[src/cks_pkg.sv]
// Purpose: Shared constants and types for the console key sequencer.
// Assumes: 20 MHz logic clock, 12-bit data word.
// Notes:   Used by both the console end and the datapath end.
package cks_pkg;
   localparam int unsigned CLK_PERIOD_NS = 50;     // Logic clock period
   localparam int unsigned WORD_W        = 12;     // Data word width
   localparam int unsigned FIELD_LO      = 6;      // Low switch bit of field set
   localparam int unsigned FIELD_W       = 3;      // Width of each field register
   localparam int unsigned KEY_DELAY_NS  = 1500;   // Key detect to enable gate
   localparam int unsigned GATE_NS       = 500;    // Enable gate length
   // Least time rounds up to whole cycles
   localparam int unsigned DELAY_CYC = (KEY_DELAY_NS + CLK_PERIOD_NS - 1) / CLK_PERIOD_NS;
   // Longest time rounds down
   localparam int unsigned GATE_CYC  = (GATE_NS / CLK_PERIOD_NS) < 1 ? 1
                                       : (GATE_NS / CLK_PERIOD_NS);
   localparam int unsigned DEBOUNCE_CYC = 16;      // Stable samples to accept a key
   localparam int unsigned CNT_W     = 8;          // Width of timing counters
   localparam logic [CNT_W-1:0] DELAY_LAST = CNT_W'(DELAY_CYC - 1);
   localparam logic [CNT_W-1:0] GATE_LAST  = CNT_W'(GATE_CYC - 1);
   localparam logic [CNT_W-1:0] DEB_LAST   = CNT_W'(DEBOUNCE_CYC - 1);
   localparam logic [WORD_W-1:0] WORD_ZERO = 12'h000;

   // Operating keys in priority order, address set highest
   typedef enum logic [2:0] {
      CKS_KEY_NONE,
      CKS_KEY_ADDR_SET,
      CKS_KEY_FIELD_SET,
      CKS_KEY_CLEAR,
      CKS_KEY_RESUME,
      CKS_KEY_INSPECT,
      CKS_KEY_STORE
   } cks_key_t;

   // Processor time states
   typedef enum logic [1:0] {
      CKS_TS1,
      CKS_TS2,
      CKS_TS3,
      CKS_TS4
   } cks_ts_t;
endpackage

[src/cks_bus_if.sv]
// Purpose: Backplane signals between console and datapath.
// Assumes: All signals are active high and on one clock.
// Notes:   No clocking block; testbench joins the two ends.
interface cks_bus_if;
   import cks_pkg::*;
   logic [WORD_W-1:0] data_lines;            // Console word onto data lines
   logic              data_drive;            // Console drives data_lines
   logic              load_path_enable;      // Data lines through adder path
   logic              state_decode_inhibit;  // Zero on second adder input
   logic              console_path_select;   // Field register path instead of address register
   logic              addr_load_strobe;      // Load address strobe
   logic              mem_data_route;        // Memory data into adder
   logic              cycle_start;           // Start a timing cycle
   logic              system_clear;          // Clear the system
   logic              halt_request;          // Stop at third time pulse
   logic              running;               // Run flip-flop of processor
   logic              next_fetch;            // Next cycle is a fetch
   logic              time_state_two;        // Processor in second time state

   modport console (
      output data_lines, data_drive, load_path_enable, state_decode_inhibit,
             console_path_select, addr_load_strobe, mem_data_route,
             cycle_start, system_clear, halt_request,
      input  running, next_fetch, time_state_two
   );
   modport datapath (
      input  data_lines, data_drive, load_path_enable, state_decode_inhibit,
             console_path_select, addr_load_strobe, mem_data_route,
             cycle_start, system_clear, halt_request,
      output running, next_fetch, time_state_two
   );
endinterface

[src/cks_console.sv]
// Purpose: Console end: turns operating keys and switches into control.
// Assumes: Keys and switches are raw asynchronous pins, active high.
// Notes:   One control sequence per press; keys only act when stopped.
// Operation
// - Address set drives switches, loads address register
// - Address set never starts a timing cycle
// - Field set loads field registers, no cycle
// - Store word selects console path, inhibits decode
// - Store word starts cycle after key delay
// - Processor loads counter at first pulse
// - Switch word gated during second time state
// - Halt request stops console cycle at TP3
// - Counter passed to address register at TP4
// - Inspect like store, adds memory data route
// - Inspect loads buffer from memory, rewrites
// - Inspect advances counter to next address
// - Resume asserts only cycle start
// - Clear key asserts system clear
// - Step switch holds halt request continuously
// - Halt switch requests halt before fetch
// - Highest priority key only, while held
// - Stopped only; gate after delay
module cks_console
   import cks_pkg::*;
(
   // Clock and reset
   input  wire logic              clk_i,
   input  wire logic              reset_i,
   // Operator keys
   input  wire logic              addr_set_key_i,
   input  wire logic              field_set_key_i,
   input  wire logic              clear_key_i,
   input  wire logic              resume_key_i,
   input  wire logic              inspect_key_i,
   input  wire logic              store_word_key_i,
   // Operator switches
   input  wire logic              cycle_step_switch_i,
   input  wire logic              halt_switch_i,
   input  wire logic [WORD_W-1:0] switch_word_i,
   // Status
   output logic                   busy_o,
   // Backplane
   cks_bus_if.console             bus
);
   import cks_pkg::*;

   localparam int unsigned NKEY = 8;                 // Six keys plus two switches

   logic [NKEY-1:0]   meta_r;                        // First synchroniser stage
   logic [NKEY-1:0]   sync_r;                        // Second synchroniser stage
   logic [NKEY-1:0]   deb_r;                         // Debounced levels
   logic [CNT_W-1:0]  deb_cnt_r [NKEY];              // Per input stability count
   logic [WORD_W-1:0] sw_meta_r;                     // Switch word first stage
   logic [WORD_W-1:0] sw_sync_r;                     // Switch word second stage
   logic              run_meta_r;                    // Run level first stage
   logic              run_sync_r;                    // Run level second stage
   logic              fetch_meta_r;                  // Fetch level first stage
   logic              fetch_sync_r;                  // Fetch level second stage
   logic              ts2_meta_r;                    // Time state first stage
   logic              ts2_sync_r;                    // Time state second stage
   cks_key_t          key_r;                         // Key being sequenced
   cks_key_t          key_nxt;                       // Encoded top key
   logic [CNT_W-1:0]  cnt_r;                         // Delay and gate counter
   logic              gate_r;                        // Enable gate open
   logic              wait_r;                        // Waiting out the delay
   logic              done_r;                        // Sequence done, await release
   logic              start_ok;                      // Key may be accepted
   logic              in_gate;                       // Current key in gate
   logic              store_cyc_r;                   // Store word cycle pending

   typedef enum logic [1:0] {CKS_IDLE, CKS_WAIT, CKS_GATE, CKS_HOLD} cks_seq_t;
   cks_seq_t          seq_r;                         // Sequencer state

   // Two flop synchronisers on every pin
   always_ff @(posedge clk_i)
   begin
      if (reset_i)
      begin
         meta_r       <= '0;
         sync_r       <= '0;
         sw_meta_r    <= WORD_ZERO;
         sw_sync_r    <= WORD_ZERO;
         run_meta_r   <= 1'b0;
         run_sync_r   <= 1'b0;
         fetch_meta_r <= 1'b0;
         fetch_sync_r <= 1'b0;
         ts2_meta_r   <= 1'b0;
         ts2_sync_r   <= 1'b0;
      end
      else
      begin
         meta_r       <= {halt_switch_i, cycle_step_switch_i, store_word_key_i,
                          inspect_key_i, resume_key_i, clear_key_i,
                          field_set_key_i, addr_set_key_i};
         sync_r       <= meta_r;
         sw_meta_r    <= switch_word_i;
         sw_sync_r    <= sw_meta_r;
         run_meta_r   <= bus.running;
         run_sync_r   <= run_meta_r;
         fetch_meta_r <= bus.next_fetch;
         fetch_sync_r <= fetch_meta_r;
         ts2_meta_r   <= bus.time_state_two;
         ts2_sync_r   <= ts2_meta_r;
      end
   end

   // Debounce: accept a level once stable for a run of samples
   always_ff @(posedge clk_i)
   begin
      for (int i = 0; i < NKEY; i++)
      begin
         if (reset_i)
         begin
            deb_r[i]     <= 1'b0;
            deb_cnt_r[i] <= '0;
         end
         else if (sync_r[i] == deb_r[i])
         begin
            deb_cnt_r[i] <= '0;
         end
         else if (deb_cnt_r[i] == DEB_LAST)
         begin
            deb_r[i]     <= sync_r[i];
            deb_cnt_r[i] <= '0;
         end
         else
         begin
            deb_cnt_r[i] <= deb_cnt_r[i] + 1'b1;
         end
      end
   end

   // Priority encoder, address set highest
   always_comb
   begin
      key_nxt = CKS_KEY_NONE;
      if (deb_r[0])      key_nxt = CKS_KEY_ADDR_SET;
      else if (deb_r[1]) key_nxt = CKS_KEY_FIELD_SET;
      else if (deb_r[2]) key_nxt = CKS_KEY_CLEAR;
      else if (deb_r[3]) key_nxt = CKS_KEY_RESUME;
      else if (deb_r[4]) key_nxt = CKS_KEY_INSPECT;
      else if (deb_r[5]) key_nxt = CKS_KEY_STORE;
   end

   // Keys accepted only while the processor is stopped
   assign start_ok = (key_nxt != CKS_KEY_NONE) && !run_sync_r;
   assign in_gate  = (seq_r == CKS_GATE);

   // Key sequencer: delay, gate, then hold until release
   always_ff @(posedge clk_i)
   begin
      if (reset_i)
      begin
         seq_r <= CKS_IDLE;
         key_r <= CKS_KEY_NONE;
         cnt_r <= '0;
      end
      else
      begin
         case (seq_r)
            CKS_IDLE:
            begin
               cnt_r <= '0;
               if (start_ok)
               begin
                  key_r <= key_nxt;
                  seq_r <= CKS_WAIT;
               end
            end
            CKS_WAIT:
            begin
               if (key_nxt != key_r)
               begin
                  seq_r <= CKS_IDLE;                    // Released early
               end
               else if (cnt_r == DELAY_LAST)
               begin
                  cnt_r <= '0;
                  seq_r <= CKS_GATE;
               end
               else
               begin
                  cnt_r <= cnt_r + 1'b1;
               end
            end
            CKS_GATE:
            begin
               if (key_nxt != key_r || cnt_r == GATE_LAST)
               begin
                  cnt_r <= '0;
                  seq_r <= CKS_HOLD;
               end
               else
               begin
                  cnt_r <= cnt_r + 1'b1;
               end
            end
            CKS_HOLD:
            begin
               // One sequence per press; wait for all keys released
               if (key_nxt == CKS_KEY_NONE)
               begin
                  key_r <= CKS_KEY_NONE;
                  seq_r <= CKS_IDLE;
               end
            end
            default:
            begin
               seq_r <= CKS_IDLE;
            end
         endcase
      end
   end

   // Store word cycle tracking for switch gating in second time state
   always_ff @(posedge clk_i)
   begin
      if (reset_i)
         store_cyc_r <= 1'b0;
      else if (in_gate && key_r == CKS_KEY_STORE)
         store_cyc_r <= 1'b1;
      else if (seq_r == CKS_IDLE && !run_sync_r)
         store_cyc_r <= 1'b0;
   end

   // Control outputs, registered
   always_ff @(posedge clk_i)
   begin
      if (reset_i)
      begin
         bus.data_lines           <= WORD_ZERO;
         bus.data_drive           <= 1'b0;
         bus.load_path_enable     <= 1'b0;
         bus.state_decode_inhibit <= 1'b0;
         bus.console_path_select  <= 1'b0;
         bus.addr_load_strobe     <= 1'b0;
         bus.mem_data_route       <= 1'b0;
         bus.cycle_start          <= 1'b0;
         bus.system_clear         <= 1'b0;
         bus.halt_request         <= 1'b0;
         busy_o                   <= 1'b0;
      end
      else
      begin
         // Address and field set put switches out during the gate
         bus.data_drive <= (in_gate && (key_r == CKS_KEY_ADDR_SET ||
                                        key_r == CKS_KEY_FIELD_SET))
                           || (store_cyc_r && ts2_sync_r);
         bus.data_lines <= sw_sync_r;
         bus.load_path_enable     <= in_gate && (key_r == CKS_KEY_ADDR_SET ||
                                                 key_r == CKS_KEY_FIELD_SET);
         bus.addr_load_strobe     <= in_gate && (key_r == CKS_KEY_ADDR_SET ||
                                                 key_r == CKS_KEY_FIELD_SET);
         bus.state_decode_inhibit <= in_gate && (key_r == CKS_KEY_ADDR_SET ||
                                                 key_r == CKS_KEY_STORE ||
                                                 key_r == CKS_KEY_INSPECT);
         bus.console_path_select  <= in_gate && (key_r == CKS_KEY_FIELD_SET ||
                                                 key_r == CKS_KEY_STORE ||
                                                 key_r == CKS_KEY_INSPECT);
         bus.mem_data_route       <= in_gate && key_r == CKS_KEY_INSPECT;
         // Only cycle keys start a cycle; set keys never do
         bus.cycle_start          <= in_gate && (key_r == CKS_KEY_STORE ||
                                                 key_r == CKS_KEY_INSPECT ||
                                                 key_r == CKS_KEY_RESUME);
         bus.system_clear         <= in_gate && key_r == CKS_KEY_CLEAR;
         // Store and inspect gates raise halt request so key cycles are single
         bus.halt_request <= deb_r[6]
                             || (deb_r[7] && fetch_sync_r)
                             || (in_gate && (key_r == CKS_KEY_STORE ||
                                             key_r == CKS_KEY_INSPECT));
         busy_o <= (seq_r != CKS_IDLE);
      end
   end
endmodule

[src/flat_wrapper.sv]
// flat-port wrapper written by rule: the top's interface ports become plain ports
module cks_console_flat import cks_pkg::*;
  (clk_i, reset_i, addr_set_key_i, field_set_key_i, clear_key_i, resume_key_i, inspect_key_i, store_word_key_i, cycle_step_switch_i, halt_switch_i, switch_word_i, busy_o, bus_data_lines, bus_data_drive, bus_load_path_enable, bus_state_decode_inhibit, bus_console_path_select, bus_addr_load_strobe, bus_mem_data_route, bus_cycle_start, bus_system_clear, bus_halt_request, bus_running, bus_next_fetch, bus_time_state_two);
  cks_bus_if bus_i ();
  input  wire logic clk_i;
  input  wire logic reset_i;
  input  wire logic addr_set_key_i;
  input  wire logic field_set_key_i;
  input  wire logic clear_key_i;
  input  wire logic resume_key_i;
  input  wire logic inspect_key_i;
  input  wire logic store_word_key_i;
  input  wire logic cycle_step_switch_i;
  input  wire logic halt_switch_i;
  input  wire logic [WORD_W-1:0] switch_word_i;
  output logic busy_o;
  output wire logic [$bits(bus_i.data_lines)-1:0] bus_data_lines;
  output wire logic [$bits(bus_i.data_drive)-1:0] bus_data_drive;
  output wire logic [$bits(bus_i.load_path_enable)-1:0] bus_load_path_enable;
  output wire logic [$bits(bus_i.state_decode_inhibit)-1:0] bus_state_decode_inhibit;
  output wire logic [$bits(bus_i.console_path_select)-1:0] bus_console_path_select;
  output wire logic [$bits(bus_i.addr_load_strobe)-1:0] bus_addr_load_strobe;
  output wire logic [$bits(bus_i.mem_data_route)-1:0] bus_mem_data_route;
  output wire logic [$bits(bus_i.cycle_start)-1:0] bus_cycle_start;
  output wire logic [$bits(bus_i.system_clear)-1:0] bus_system_clear;
  output wire logic [$bits(bus_i.halt_request)-1:0] bus_halt_request;
  input wire logic [$bits(bus_i.running)-1:0] bus_running;
  input wire logic [$bits(bus_i.next_fetch)-1:0] bus_next_fetch;
  input wire logic [$bits(bus_i.time_state_two)-1:0] bus_time_state_two;
  assign bus_data_lines = bus_i.data_lines;
  assign bus_data_drive = bus_i.data_drive;
  assign bus_load_path_enable = bus_i.load_path_enable;
  assign bus_state_decode_inhibit = bus_i.state_decode_inhibit;
  assign bus_console_path_select = bus_i.console_path_select;
  assign bus_addr_load_strobe = bus_i.addr_load_strobe;
  assign bus_mem_data_route = bus_i.mem_data_route;
  assign bus_cycle_start = bus_i.cycle_start;
  assign bus_system_clear = bus_i.system_clear;
  assign bus_halt_request = bus_i.halt_request;
  assign bus_i.running = bus_running;
  assign bus_i.next_fetch = bus_next_fetch;
  assign bus_i.time_state_two = bus_time_state_two;
  cks_console u_core (.clk_i(clk_i), .reset_i(reset_i), .addr_set_key_i(addr_set_key_i), .field_set_key_i(field_set_key_i), .clear_key_i(clear_key_i), .resume_key_i(resume_key_i), .inspect_key_i(inspect_key_i), .store_word_key_i(store_word_key_i), .cycle_step_switch_i(cycle_step_switch_i), .halt_switch_i(halt_switch_i), .switch_word_i(switch_word_i), .busy_o(busy_o), .bus(bus_i));
endmodule
[config.mk]
export PLATFORM = sky130hd
export DESIGN_NAME = cks_console_flat
export DESIGN_NICKNAME = d
export VERILOG_FILES = /design/src/cks_pkg.sv /design/src/cks_bus_if.sv /design/src/cks_console.sv /design/src/flat_wrapper.sv
export SDC_FILE = /design/constraint.sdc
export NUM_CORES = 1
export LEC_CHECK = 0
export ABC_CLOCK_PERIOD_IN_PS = 2650
export BUFFER_PORTS_ARGS = -buffer_cell sky130_fd_sc_hd__buf_4
export CAP_MARGIN = 20
export CORE_ASPECT_RATIO = 2
export CORE_UTILIZATION = 40
export CTS_CLUSTER_SIZE = 20
export DETAILED_ROUTE_END_ITERATION = 6
export PLACE_DENSITY = 0.65
export SYNTH_ARGS = -nofsm -noshare
export SYNTH_HDL_FRONTEND = slang
export SYNTH_SLANG_ARGS = --single-unit
[constraint.sdc]
create_clock -name clk_i -period 2.65 [get_ports clk_i]
set_input_delay 0.795 -clock clk_i [delete_from_list [all_inputs] [get_ports clk_i]]
set_output_delay 0.795 -clock clk_i [all_outputs]
set_load 0.005 [all_outputs]
==> metrics <==
placed cells=876; Worst EP required=2.99 ns; Pleak=2.96 nW; filler instances=1413; max_cap viols=0; pin count of the biggest net entering global routing=58; initial antenna violation count=0; remaining design rule violation count=0; grt total ovfl=0; Antenna diodes=0; worst hold-check path type=register to register; die area=16500 um2; # rows=65; cell taking the most area after synthesis=edfxtp_1; status=finished clean; htree depth=4; Synth area leaders=edfxtp_1 30%, dfxtp_1 28%, nor2_1 6.2%; Final min period=~2.3 ns; core area=15700 um2; CTS Buf Count=17; share of layout cells above drive strength 1=13.6%; CP Capture Type=register; Worst IR Drop VDD=0.467 mV; Starting Density=40.7%; Post-Route Skew=0.00593 ns; WS Path Type=register to register; area growth from synthesis to final layout=20.9%; final slew viol count=0; fin crit share=85.0%; CTS tree=done; vias in the first global route=about 4400; Yosys reg bits=153; total power=~5.2 mW; hold buffer count at CTS=0; Crit path arrival time=2.59 ns; final cell count without fillers=908; Die W=slightly above 90 um; gp weighted congestion=around 0.81; Post-Route Setup TNS=0 ns; Worst Path Max Fanout=8; CP max-delay cell=or3b_2; RSZ-0062 raised after global routing=false; Detailed Place HPWL=roughly 8000 um; cells after synthesis=585; Final Hold Fails=0; post-CTS sizing=0; worst slew pin tran=0.562 ns; Worst-path clk slew=0.06 ns; Avg Vias per Cell=4.64; Post-CTS Setup Repair Bufs=0; Max-Slew Margin vs Limit=62.3%; synth unique cells=52; Pre-Repair DR Iteration Count=4; # IOs=47; cell area after synthesis=6390 um2; sequential-to-total area share from yosys stat=57.9%; Routed WL=~11000 um; routed via count=4211; Async S/R FF share, synth=0%; commonest non-fill, non-tap cell in the layout=nor2_1; most frequent cells in the layout=105 x nor2_1, 89 x dfxtp_1, 64 x edfxtp_1, 64 x conb_1, 59 x nor2b_1; startpoint types=register; CTS root buffer=clkbuf_16; Port Buffer Count=between 40 and 50; CTS sink count=153; Max Freq=444 MHz; wire length of the first global-routing pass=19600 um; DRT iter0 DRCs=188; pwr dens=675 nW/um2; worst-skew pair later-pin latency=0.43 ns; clk buf depth=2; synth warn=0; gr usage total=14.9%; Die Span Y=181 um; top cell type's share of synthesized area=30.1%; synthesized area per cell=about 11 um2; final design utilization=49.2%; EDFF count, synth=64; Most used DFF post-synth=dfxtp_1; Avg WL per Cell=12.1 um; Final setup viols=0; Final nets=734; critical path's largest stage delay=0.43 ns; crit-path cells=inv_1 -> ha_1 -> or3b_2 -> a41oi_1 -> nor4b_4 -> nand2_2 -> o221ai_2; DRT antenna net count=0
==> flip-flops by register name (all words and copies together), names as in the netlist, 3 cells and up, named ones only <==
| register | flops |
|---|---|
| u_core.sync_r | 8 |
| u_core.meta_r | 8 |
| u_core.deb_r | 8 |
| u_core.deb_cnt_r | 64 |
| u_core.sw_meta_r | 12 |
| u_core.bus.data_lines | 12 |
| u_core.sw_sync_r | 12 |
| u_core.key_r | 3 |
| u_core.cnt_r | 8 |
==> critical path: cells and delay by family (launching register included) <==
kind                     cells  cell delay [ns]
flip-flops                   1             0.39
adder cells (fa/ha/maj)      1             0.29
AND/OR/NAND/NOR              3             0.97
buffers and inverters        1             0.12
AO/OA/AOI/OAI                2             0.40
==> logic make-up after synthesis <==
logic type                 after synthesis  share of synthesized area [%]
other                                    1                         0.0586
xor gates and xnor gates                59                           8.08
and+or+nand+nor                        271                           22.2
AOI/OAI and AO/OA                       30                           4.09
buffers and inverters                   43                           2.70
muxes                                   13                           2.03
adders and majority gates               15                           2.93
DFF                                    153                           57.9
==> where the power goes <==
group          switching [mW]  total (mW)  leakage (nW)  internal (mW)
combinational           0.145       0.274          1.29          0.129
clock                    1.01        2.35         0.284           1.34
sequential             0.0570        2.60          1.39           2.54
==> path summary, 6_finish.rpt <==
kind / depth (start not counted) / from / endpoint / slack (ns)
max reg2reg: 7 / u_core.seq_r[0] / u_core.cnt_r[2] / 0.40
min: 1 / u_core.meta_r[2] / u_core.sync_r[2] / 0.43
min reg2reg: 1 / u_core.meta_r[2] / u_core.sync_r[2] / 0.43
max: 7 / u_core.seq_r[0] / u_core.cnt_r[2] / 0.40
==> metrics by stage <==
step | instance area [um2] | hold slack (ns) | setup slack (ns)
after floorplan | 6630 | 0.414 | 0.569
after global placement | 7150 | 0.417 | 0.360
after detailed placement | 7150 | 0.422 | 0.271
after CTS | 7730 | 0.432 | 0.378
after global routing | 7730 | 0.447 | 0.245
final | 7730 | 0.427 | 0.398
==> synthesized netlist by cell type (2+ instances only) <==
master	number
a21oi_1	8
nor3b_1	3
xnor2_1	34
clkbuf_1	18
or4_1	8
xor2_1	25
nor4b_4	2
nor3_1	6
a41o_1	2
inv_1	22
ha_1	15
mux2i_1	13
nor2b_1	59
a211oi_1	2
o221ai_2	3
nand3_1	29
or2_2	4
o22ai_1	4
and3_1	10
dfxtp_1	89
nand4_1	3
edfxtp_1	64
nor2_1	105
nand2b_1	3
or3_1	8
nand2_1	20
==> layer usage <==
layer / wire (um) / GRT usage, % / up-vias
met1: 4400 / 14.9 / 1990
met3: 303 / 3.03 / 19
met2: 6070 / 28.0 / 71
met4: 242 / 8.38 / 0
met5: 0 / 0 / -
li1: - / - / 2131
==> final cells by class <==
cell class	instances	area [um2]	share of cell area, %
Sequential cell	153	3700	47.9
Inverter	22	82.6	1.07
Multi-Input combinational cell	452	2760	35.6
Clock inverter	11	93.8	1.21
Tap cell	201	251	3.25
Timing Repair Buffer	48	360	4.66
Clock buffer	21	483	6.25
Note: power is estimated with default switching activity, not from simulation.
